--- config.mk ---
export PLATFORM = sky130hd
export DESIGN_NAME = pdmo_top
export DESIGN_NICKNAME = d
export VERILOG_FILES = /design/src/pdmo_pkg.sv /design/src/pdmo_top.sv /design/src/pdmo_fifo.sv
export VERILOG_INCLUDE_DIRS = /design/src
export SDC_FILE = /design/constraint.sdc
export NUM_CORES = 1
export LEC_CHECK = 0
export CORE_MARGIN = 3
export CORE_UTILIZATION = 45
export DETAILED_ROUTE_END_ITERATION = 10
export DONT_BUFFER_PORTS = 1
export SLEW_MARGIN = 20
export SYNTH_ARGS = -nofsm -noshare
export SYNTH_HDL_FRONTEND = slang
export SYNTH_SLANG_ARGS = --single-unit
--- constraint.sdc ---
create_clock -name sys_clk -period 6.8 [get_ports sys_clk]
set_input_delay 1.36 -clock sys_clk [delete_from_list [all_inputs] [get_ports sys_clk]]
set_output_delay 1.36 -clock sys_clk [all_outputs]
set_load 0.02 [all_outputs]
--- src/pdmo_map.svh ---
// Constants of the PDM microphone output block
`ifndef PDMO_MAP_SVH
`define PDMO_MAP_SVH

// -----------------------------------------------------------------------------
// Timing
// -----------------------------------------------------------------------------
`define PDMO_SYS_CLK_MHZ 200
`define PDMO_SLEEP_TIME_US 1000
`define PDMO_SLEEP_CYCLES (`PDMO_SLEEP_TIME_US * `PDMO_SYS_CLK_MHZ)
`define PDMO_WAKE_CYCLES 32768

// -----------------------------------------------------------------------------
// Buffer shape and reset values
// -----------------------------------------------------------------------------
`define PDMO_FIFO_DEPTH 8
`define PDMO_FIFO_WIDTH 1
`define PDMO_RST_DATA 1'h0
`define PDMO_RST_OE 1'h0

`endif

--- src/pdmo_pkg.sv ---
// Types of the PDM microphone output block
package pdmo_pkg;

  typedef enum logic [1:0] {
    PDMO_SLEEP,
    PDMO_WAKING,
    PDMO_ACTIVE
  } pdmo_state_t;

endpackage

--- src/pdmo_top.sv ---
// PDM microphone data output: slot timing, sleep and wake-up
`timescale 1ns/1ps
`include "pdmo_map.svh"
module pdmo_top
  import pdmo_pkg::*;
#(
  parameter int SLEEP_CYCLES = `PDMO_SLEEP_CYCLES,
  parameter int WAKE_CYCLES = `PDMO_WAKE_CYCLES,
  parameter int FIFO_DEPTH = `PDMO_FIFO_DEPTH
)
(
  input wire logic sys_clk,
  input wire logic rst_b,
  input wire logic clk_en,
  input wire logic pdm_clk,
  input wire logic lr_select,
  input wire logic mod_bit,
  input wire logic mod_valid,
  output logic mod_ready,
  output logic data_out,
  output logic data_oe,
  output logic awake
);

  localparam int IW = $clog2(SLEEP_CYCLES + 1);
  localparam int WW = $clog2(WAKE_CYCLES);
  localparam logic [IW-1:0] SLEEP_LAST = IW'(SLEEP_CYCLES - 1);
  localparam logic [WW-1:0] WAKE_LAST = WW'(WAKE_CYCLES - 1);

  pdmo_state_t state;
  pdmo_state_t next_state;
  logic pdm_clk_q;
  logic slot_left;
  logic [IW-1:0] idle_cnt;
  logic [WW-1:0] wake_cnt;
  logic [WW-1:0] next_wake_cnt;
  logic next_oe;
  logic fifo_valid;
  logic [0:0] fifo_data;

  // -----------------------------------------------------------------------------
  // Clock edge and slot decode
  // -----------------------------------------------------------------------------
  wire edge_rise = pdm_clk & ~pdm_clk_q;
  wire edge_fall = ~pdm_clk & pdm_clk_q;
  wire any_edge = edge_rise | edge_fall;
  wire is_active = (state == PDMO_ACTIVE);
  wire launch_edge = slot_left ? edge_fall : edge_rise;
  wire release_edge = slot_left ? edge_rise : edge_fall;
  wire idle_hit = (idle_cnt == SLEEP_LAST) & ~any_edge;
  wire launch = is_active & ~idle_hit & launch_edge;
  wire fifo_pop = launch | (~is_active & fifo_valid);
  wire next_bit = fifo_valid ? fifo_data[0] : ~data_out;
  wire wake_done = (wake_cnt == WAKE_LAST);

  assign awake = is_active;

  // -----------------------------------------------------------------------------
  // Modulator bit buffer
  // -----------------------------------------------------------------------------
  pdmo_fifo #(
    .WIDTH(`PDMO_FIFO_WIDTH),
    .DEPTH(FIFO_DEPTH)
  ) u_fifo (
    .sys_clk(sys_clk),
    .rst_b(rst_b),
    .clk_en(clk_en),
    .in_valid(mod_valid),
    .in_ready(mod_ready),
    .in_data(mod_bit),
    .out_valid(fifo_valid),
    .out_ready(fifo_pop),
    .out_data(fifo_data)
  );

  // -----------------------------------------------------------------------------
  // Sleep, wake-up and start-up sequencing
  // -----------------------------------------------------------------------------
  always_comb
  begin
    next_state = state;
    next_wake_cnt = wake_cnt;
    unique case (state)
      PDMO_SLEEP:
      begin
        if (edge_rise)
        begin
          next_state = PDMO_WAKING;
          next_wake_cnt = '0;
        end
      end
      PDMO_WAKING:
      begin
        if (idle_hit)
        begin
          next_state = PDMO_SLEEP;
        end
        else if (edge_rise)
        begin
          if (wake_done)
          begin
            next_state = PDMO_ACTIVE;
          end
          else
          begin
            next_wake_cnt = wake_cnt + 1'b1;
          end
        end
      end
      PDMO_ACTIVE:
      begin
        if (idle_hit)
        begin
          next_state = PDMO_SLEEP;
        end
      end
    endcase
  end

  always_ff @(posedge sys_clk or negedge rst_b)
  begin
    if (!rst_b)
    begin
      state <= PDMO_WAKING;
      wake_cnt <= '0;
    end
    else if (clk_en)
    begin
      state <= next_state;
      wake_cnt <= next_wake_cnt;
    end
  end

  // Cycles since the last clock edge, saturating
  always_ff @(posedge sys_clk or negedge rst_b)
  begin
    if (!rst_b)
    begin
      idle_cnt <= '0;
    end
    else if (clk_en)
    begin
      if (any_edge)
      begin
        idle_cnt <= '0;
      end
      else if (idle_cnt != SLEEP_LAST)
      begin
        idle_cnt <= idle_cnt + 1'b1;
      end
    end
  end

  // -----------------------------------------------------------------------------
  // Clock sampling and slot strap
  // -----------------------------------------------------------------------------
  always_ff @(posedge sys_clk or negedge rst_b)
  begin
    if (!rst_b)
    begin
      pdm_clk_q <= 1'h0;
      slot_left <= 1'h0;
    end
    else if (clk_en)
    begin
      pdm_clk_q <= pdm_clk;
      slot_left <= lr_select;
    end
  end

  // -----------------------------------------------------------------------------
  // Data driver
  // -----------------------------------------------------------------------------
  always_comb
  begin
    next_oe = data_oe;
    if (!is_active || idle_hit)
    begin
      next_oe = 1'h0;
    end
    else if (launch)
    begin
      next_oe = 1'h1;
    end
    else if (release_edge)
    begin
      next_oe = 1'h0;
    end
  end

  always_ff @(posedge sys_clk or negedge rst_b)
  begin
    if (!rst_b)
    begin
      data_out <= `PDMO_RST_DATA;
      data_oe <= `PDMO_RST_OE;
    end
    else if (clk_en)
    begin
      data_oe <= next_oe;
      if (launch)
      begin
        data_out <= next_bit;
      end
    end
  end
endmodule

--- src/pdmo_fifo.sv ---
// Small valid/ready FIFO for the modulator bit stream
`timescale 1ns/1ps
module pdmo_fifo
  import pdmo_pkg::*;
#(
  parameter int WIDTH = 1,
  parameter int DEPTH = 8
)
(
  input wire logic sys_clk,
  input wire logic rst_b,
  input wire logic clk_en,
  input wire logic in_valid,
  output logic in_ready,
  input wire logic [WIDTH-1:0] in_data,
  output logic out_valid,
  input wire logic out_ready,
  output logic [WIDTH-1:0] out_data
);

  localparam int AW = (DEPTH > 1) ? $clog2(DEPTH) : 1;
  localparam logic [AW-1:0] LAST_IDX = AW'(DEPTH - 1);
  localparam logic [AW:0] FULL_CNT = (AW + 1)'(DEPTH);

  logic [WIDTH-1:0] mem [DEPTH];
  logic [AW-1:0] wr_ptr;
  logic [AW-1:0] rd_ptr;
  logic [AW:0] count;

  wire push = in_valid & in_ready & clk_en;
  wire pop = out_valid & out_ready & clk_en;

  assign in_ready = (count != FULL_CNT);
  assign out_valid = (count != '0);
  assign out_data = mem[rd_ptr];

  // -----------------------------------------------------------------------------
  // Storage and pointers
  // -----------------------------------------------------------------------------
  always_ff @(posedge sys_clk)
  begin
    if (push)
    begin
      mem[wr_ptr] <= in_data;
    end
  end

  always_ff @(posedge sys_clk or negedge rst_b)
  begin
    if (!rst_b)
    begin
      wr_ptr <= '0;
      rd_ptr <= '0;
      count <= '0;
    end
    else
    begin
      if (push)
      begin
        wr_ptr <= (wr_ptr == LAST_IDX) ? '0 : wr_ptr + 1'b1;
      end
      if (pop)
      begin
        rd_ptr <= (rd_ptr == LAST_IDX) ? '0 : rd_ptr + 1'b1;
      end
      if (push && !pop)
      begin
        count <= count + 1'b1;
      end
      else if (pop && !push)
      begin
        count <= count - 1'b1;
      end
    end
  end

endmodule

==> metrics.md, run 1 <==
| Metric | Value |
|---|---|
| Outcome | `completed` |
| Synth Cell Area | `0.003181 mm2` |
| H-Tree Level Count | `3` |
| Max-Slew Margin vs Limit | `50.85%` |
| Gp weighted congestion | `0.8559` |
| IO Pins | `11` |
| Logic pwr share | `23.4%` |
| Remaining global-route overflow | `0` |
| Cts hold-fix bufs | `0` |
| Sw frac | `30.37%` |
| Most common cell after layout, fill and taps aside | `dfrtp_1` |
| Complex-gate fraction of the synthesized area | `13.93%` |
| Net Sw Power | `339.6 uW` |
| Synth async-reset ratio | `85.96%` |
| Final WS setup | `2.826 ns` |
| Post-CTS Setup Inserts | `0` |
| Fin crit period | `3.974 ns` |
| Final Hold Fails | `0` |
| Wire length of the first global-routing pass | `11070 um` |
| Initial antenna violation count | `0` |
| Total Routing Usage GR | `16.75%` |
| Worst Hold Class | `reg2reg` |
| Initial core utilization | `46.56%` |
| Die Wd | `90.07 um` |
| Required @ worst endpoint | `7.02 ns` |
| First-pass DRT Iterations | `4` |
| DP HPWL | `4342 um` |
| CP cell instances | `inv_1 > ha_1 > nand2b_1 > or4_4 > o21ai_1 > a211oi_1 > inv_1 > ha_1 > inv_1 > ha_1 > a21o_1 > a21oi_1 > xnor2_1 > nor2_1 > xor2_1` |
| Root Driver | `clkbuf_8` |
| Fin crit share | `58.44%` |
| Final WL | `6285 um` |
| # diodes | `0` |
| Core ar. | `0.006832 mm2` |
| Multiplexer share of the synthesized area | `4.681%` |
| # setup viols final | `0` |
| Power Dens Cells | `320.5 mW/mm2` |
| Pins Over Slew Limit | `0` |
| Clk pwr share | `34.2%` |
| Largest net degree at the start of global routing | `50` |
| Iter 0 DRT Violations | `203` |
| CP peak stage delay | `0.58 ns` |
| Post-synth EDFFs | `8` |
| DR vias | `2379` |
| P&R area growth vs syn | `9.678%` |
| Worst-path clk slew | `0.07 ns` |
| Adder-Cell Fraction of Synth Area | `6.137%` |
| Num CTS Buffers | `9` |
| Finished Layout Cells | `424` |
| Lkg Pwr | `0.001449 uW` |
| Fin util | `51.06%` |
| Fmax | `251.6 MHz` |
| Via-to-Cell Ratio | `5.611` |
| Chip Height | `90.07 um` |
| CTS tree | `built` |
| Number of synthesis warnings | `0` |
| Area share of the largest cell type after synthesis | `37.77%` |
| Final net count | `345` |
| Syn avg cell area | `9.877 um2` |
| Most frequent cells in the layout | `48 x dfrtp_1, 33 x nand2_1, 21 x o21ai_0` |
| CP arrival | `4.19 ns` |
| Crit Path Max Fanout | `11` |
| Buffers added on ports | `0` |
| Post-synthesis sequential area ratio | `46.14%` |
| RSZ-0062 raised after global routing | `no` |
| Skew final | `0.01270 ns` |
| CP endpoint kind | `flop` |
| Setup TNS | `0 ns` |
| Clock Latency Late Sink | `0.34 ns` |
| CP Launch Type | `input port` |
| Yosys cell types | `59` |
| Die area | `0.008113 mm2` |
| Max Cap Violations | `0` |
| Drt wl/cell | `14.82 um` |
| #FFs+latches synth | `57` |
| Sequential power share | `42.4%` |
| Ratio of cells with drive above 1 in the final layout | `9.756%` |
| Slowest cell on crit path | `or4_4` |
| Clock Tree Buf Depth | `2` |
| VDD IR max | `178.8 uV` |
| Xor/xnor share of the synthesized area | `2.754%` |
| Number of global-route vias before repair | `2323` |
| Largest family of logic cells by synthesized area | `simple AND/OR/NAND/NOR gates` |
| Post-Synth Simple-Gate Area | `23.45%` |
| Routed Antenna Nets | `0` |
| Post-Syn Instances | `322` |
| Ys flop type | `dfrtp_1` |
| Worst slew pin tran | `0.7305 ns` |
| Synth area leaders | `dfrtp_1 38%, edfxtp_1 7.6%, ha_1 5.5%` |
| Internal power | `778.5 uW` |
| Rows | `30` |
| Worst hold slack | `0.5002 ns` |
| Synth area leader | `dfrtp_1` |
| Pre-CTS WS | `2.487 ns` |
| Sink Count | `57` |
| Residual DRC | `0` |
| Syn_nets | `344` |
| CTS resizes | `0` |
| Number of instances in the placed design | `408` |
| Critical path class | `in2reg` |
==> power groups by stage <==
stage                     registers [uW]  clock network, uW  logic (uW)
after CTS                            474                389         265
after detailed placement             480                  0         265
after global placement               479                  0         256
after floorplan                      463                  0         225
after global routing                 485                408         304
final                                475                382         262
==> registers in the layout, summed over array words and instances (netlist names) <==
register,count
u_fifo.wr_ptr,3
u_fifo.rd_ptr,3
u_fifo.count,4
pdm_clk_q,1
state,2
wake_cnt,15
data_oe,1
idle_cnt,18
slot_left,1
u_fifo.mem,8
data_out,1
==> metrics by stage <==
step / power [uW] / cell area [um2]
floorplan: 687.9 / 3181
global placement: 735.5 / 3253
detailed placement: 744.3 / 3253
CTS: 1128 / 3488
global route: 1197 / 3488
finish: 1118 / 3488
==> final timing paths <==
path,startpoint,end,slack (ns),depth (start not counted)
setup reg to reg,pdm_clk_q,u_fifo.count[3],3.49,14
setup / recovery,pdm_clk,u_fifo.count[3],2.83,15
hold / removal,wake_cnt[14],wake_cnt[14],0.50,1
max in group asynchronous,rst_b,state[0],5.91,0
min in group asynchronous,rst_b,wake_cnt[5],0.71,0
hold reg to reg,wake_cnt[14],wake_cnt[14],0.50,1
==> synth_stat cells (all sizes together) (7+ instances only) <==
cell type,number
nand2,33
mux2,8
nor2,20
a31oi,10
ha,14
nand4,7
inv,12
edfxtp,8
nand2b,7
nand3,16
o21ai,24
nor3,10
and3,9
dfrtp,48
nor4,7
==> logic make-up (layout without fill, tap and decap cells) <==
family / Yosys count / count (layout)
fa+ha+maj: 15 / 15
compound gates: 68 / 68
flops: 57 / 57
xor+xnor: 10 / 10
simple gates: 139 / 139
mux: 11 / 11
buf+inv: 22 / 28
==> worst max-delay path, delay by kind of cell <==
kind,cells,cell delay [ns]
AND/OR/NAND/NOR,3,0.78
AO/OA/AOI/OAI,4,0.63
adder cells (fa/ha/maj),3,0.92
buffers and inverters,3,0.22
XOR/XNOR,2,0.27
==> layer usage <==
metal	part of all wire (%)	global-route usage [%]	wire (um)	up-vias
li1	-	-	-	1194
met1	47	22.06	2964	1145
met2	48	26.45	3011	30
met3	2.9	3.849	181	10
met4	2.0	7.398	127	0
met5	0	0	0	-
==> area by class of cell <==
cell class / count / area, um2
Multi-Input combinational cell: 243 / 1620
Tap cell: 96 / 120.1
Fill cell: 619 / 3343
Clock inverter: 6 / 107.6
Sequential cell: 57 / 1468
Inverter: 12 / 45.04
Clock buffer: 10 / 127.6
(Power assumes the default switching activity.)
==> run 2: changes to the inputs <==
==> constraint.sdc (replaced) <==
create_clock -name sys_clk -period 3.9 [get_ports sys_clk]
set_input_delay 0.78 -clock sys_clk [delete_from_list [all_inputs] [get_ports sys_clk]]
set_output_delay 0.78 -clock sys_clk [all_outputs]
set_load 0.02 [all_outputs]
==> metrics.md, run 2 (synthesized netlist as in run 1, its figures left out) <==
| Metric | Value |
|---|---|
| Outcome | `completed` |
| Root Driver | `clkbuf_8` |
| RR Startpoint | `idle_cnt[13]` |
| Drt wl/cell | `15.12 um (+2.0%)` |
| First-pass DRT Iterations | `4 (unchanged)` |
| Max Cap Violations | `0 (unchanged)` |
| Total Routing Usage GR | `17.07% (+0.32 points)` |
| Final net count | `347 (+0.58%)` |
| Cts hold-fix bufs | `0 (unchanged)` |
| # diodes | `0 (unchanged)` |
| Required @ worst endpoint | `4.12 ns (-2.90 ns)` |
| IO Pins | `11 (unchanged)` |
| Register-to-Register Setup Slack | `0.70 ns (-2.79 ns)` |
| Worst slew pin tran | `0.7095 ns (-0.02102 ns)` |
| Most Crowded Layer GR | `met2` |
| Most common cell after layout, fill and taps aside | `dfrtp_1` |
| Clk pwr share | `27.1% (-7.1 points)` |
| Worst Hold Class | `in2async` |
| Met2 Use GR | `27.07% (+0.62 points)` |
| Gp weighted congestion | `0.8757 (+2.3%)` |
| Worst R2R Path Depth | `13 (-1)` |
| Met1 Use GR | `22.56% (+0.50 points)` |
| CP Launch Type | `flop` |
| Routed Antenna Nets | `0 (unchanged)` |
| Number of instances in the placed design | `410 (+0.49%)` |
| CP endpoint kind | `flop` |
| Final WL | `6441 um (+2.5%)` |
| Sw frac | `34.06% (+3.7 points)` |
| RSZ-0062 raised after global routing | `no` |
| Pins Over Slew Limit | `0 (unchanged)` |
| Die area | `0.008113 mm2 (unchanged)` |
| Ratio of cells with drive above 1 in the final layout | `10.61% (+0.85 points)` |
| Sequential power share | `47.0% (+4.6 points)` |
| # setup viols final | `0 (unchanged)` |
| Met3 Use GR | `4.770% (+0.92 points)` |
| Regs by FF count | `idle_cnt: 18 flops, wake_cnt: 15 flops, u_fifo.mem: 8 flops` |
| Fin crit share | `82.05%` |
| Die Wd | `90.07 um (unchanged)` |
| Fin crit period | `3.200 ns` |
| Logic pwr share | `26.0% (+2.6 points)` |
| CTS tree | `built` |
| Setup TNS | `0 ns (unchanged)` |
| Worst hold slack | `0.1291 ns (-0.3711 ns)` |
| Clock Tree Buf Depth | `2 (unchanged)` |
| Reg-to-reg endpoint | `u_fifo.count[3]` |
| VDD IR max | `334.1 uV (+87%)` |
| H-Tree Level Count | `3 (unchanged)` |
| Lkg Pwr | `0.001426 uW (-1.5%)` |
| CP cell instances | `or4b_1 > or4_4 > o21ai_1 > a211oi_1 > inv_1 > ha_1 > inv_1 > ha_1 > a21o_1 > a21oi_1 > xnor2_1 > nor2_1 > xor2_1` |
| Wire length of the first global-routing pass | `11270 um (+1.8%)` |
| Remaining global-route overflow | `0 (unchanged)` |
| Number of global-route vias before repair | `2338 (+0.65%)` |
| Clock Latency Late Sink | `0.34 ns (about the same)` |
| Max-Slew Margin vs Limit | `52.26% (+1.4 points)` |
| CP top delay family | `simple AND/OR/NAND/NOR gates` |
| Post-CTS Setup Inserts | `0 (unchanged)` |
| Top reg by flops | `idle_cnt` |
| CP peak stage delay | `0.53 ns (-0.05 ns)` |
| Chip Height | `90.07 um (unchanged)` |
| Skew final | `0.01163 ns (-0.001066 ns)` |
| Worst-path clk slew | `0.07 ns (about the same)` |
| Rows | `30 (unchanged)` |
| Net Sw Power | `601.1 uW (+77%)` |
| Most frequent cells in the layout | `48 x dfrtp_1, 33 x nand2_1, 21 x o21ai_0` |
| CTS resizes | `0 (unchanged)` |
| P&R area growth vs syn | `8.143%` |
| DR vias | `2436 (+2.4%)` |
| Via-to-Cell Ratio | `5.718 (+1.9%)` |
| Critical path class | `reg2reg` |
| CP arrival | `3.42 ns (-0.77 ns)` |
| Initial core utilization | `46.56% (unchanged)` |
| Fmax | `312.5 MHz` |
| Final Hold Fails | `0 (unchanged)` |
| CP startpoint | `idle_cnt[13]` |
| Fill count | `648 (+4.7%)` |
| Power Dens Cells | `513.1 mW/mm2 (+60%)` |
| Internal power | `1164 uW (+49%)` |
| Initial antenna violation count | `0 (unchanged)` |
| Core ar. | `0.006832 mm2 (unchanged)` |
| Max reg flops | `18 (unchanged)` |
| Finished Layout Cells | `426 (+0.47%)` |
| Iter 0 DRT Violations | `151 (-26%)` |
| Sink Count | `57 (unchanged)` |
| Buffers added on ports | `0 (unchanged)` |
| Largest net degree at the start of global routing | `50 (unchanged)` |
| Residual DRC | `0 (unchanged)` |
| Crit Path Max Fanout | `7 (-4)` |
| CP Buf/Inv Count | `2 (-1)` |
| Num CTS Buffers | `9 (unchanged)` |
| DP HPWL | `4491 um (+3.4%)` |
| Slowest cell on crit path | `or4b_1` |
## run 2: cell count changes in the layout (fill, tap and decap cells not counted)
cell	delta
bufinv_16	-3
buf_4	+2
clkinv_4	+2
clkbuf_1	-1
clkinv_2	+1
clkinvlp_4	+1
## run 2: layer usage
metal | wire (um) | vias up
li1 | - | 1199
met1 | 3019 | 1181
met2 | 3022 | 47
met3 | 307 | 9
met4 | 91 | 0
met5 | 0 | -
## run 2: cell type report
cell class	count	area, um2	area share [%]
sequential	57	1468	42.67
clock inverter	7	47.55	1.382
multi-input combinational	243	1620	47.11
tap	96	120.1	3.492
clock buffer	9	123.9	3.601
inverter	12	45.04	1.310
timing repair buffer	2	15.01	0.4365
## run 2: power by group through the flow
| stage | clock (uW) | combinational [uW] | sequential (uW) |
|---|---|---|---|
| after floorplan | 0 | 393 | 807 |
| after global placement | 0 | 447 | 834 |
| after detailed placement | 0 | 465 | 836 |
| after CTS | 491 | 465 | 826 |
| after global routing | 527 | 537 | 846 |
| final | 478 | 458 | 829 |
## run 2: metrics by stage
step           setup WS [ns]  util (%)  power, uW  cell area, um2
2_1_floorplan         0.6032         -       1199            3181
3_3_place_gp          0.4577     47.84       1281            3268
3_5_place_dp          0.3559     47.84       1300            3268
6_report              0.6999     50.35       1765            3440
5_1_grt               0.5104     50.35       1910            3440
4_1_cts               0.6854     50.35       1783            3440
## run 2: how the worst max path moves through the flow
stage                 endpoint  slack (ns)  cells after the start
6_report       u_fifo.count[3]        0.70                     13
5_1_grt        u_fifo.count[3]        0.51                     13
4_1_cts        u_fifo.count[3]        0.69                     13
3_5_place_dp   u_fifo.count[3]        0.36                     15
3_3_place_gp   u_fifo.count[3]        0.46                     15
2_1_floorplan  u_fifo.count[3]        0.60                     15
## run 2: worst register-to-register path: stages (launching register included)
cell      delay (ns)
dfrtp_1         0.45
or4b_1          0.53
or4_4           0.46
o21ai_1         0.15
a211oi_1        0.16
inv_1           0.10
ha_1            0.18
inv_1           0.09
ha_1            0.29
a21o_1          0.15
a21oi_1         0.18
xnor2_1         0.14
nor2_1          0.07
xor2_1          0.14
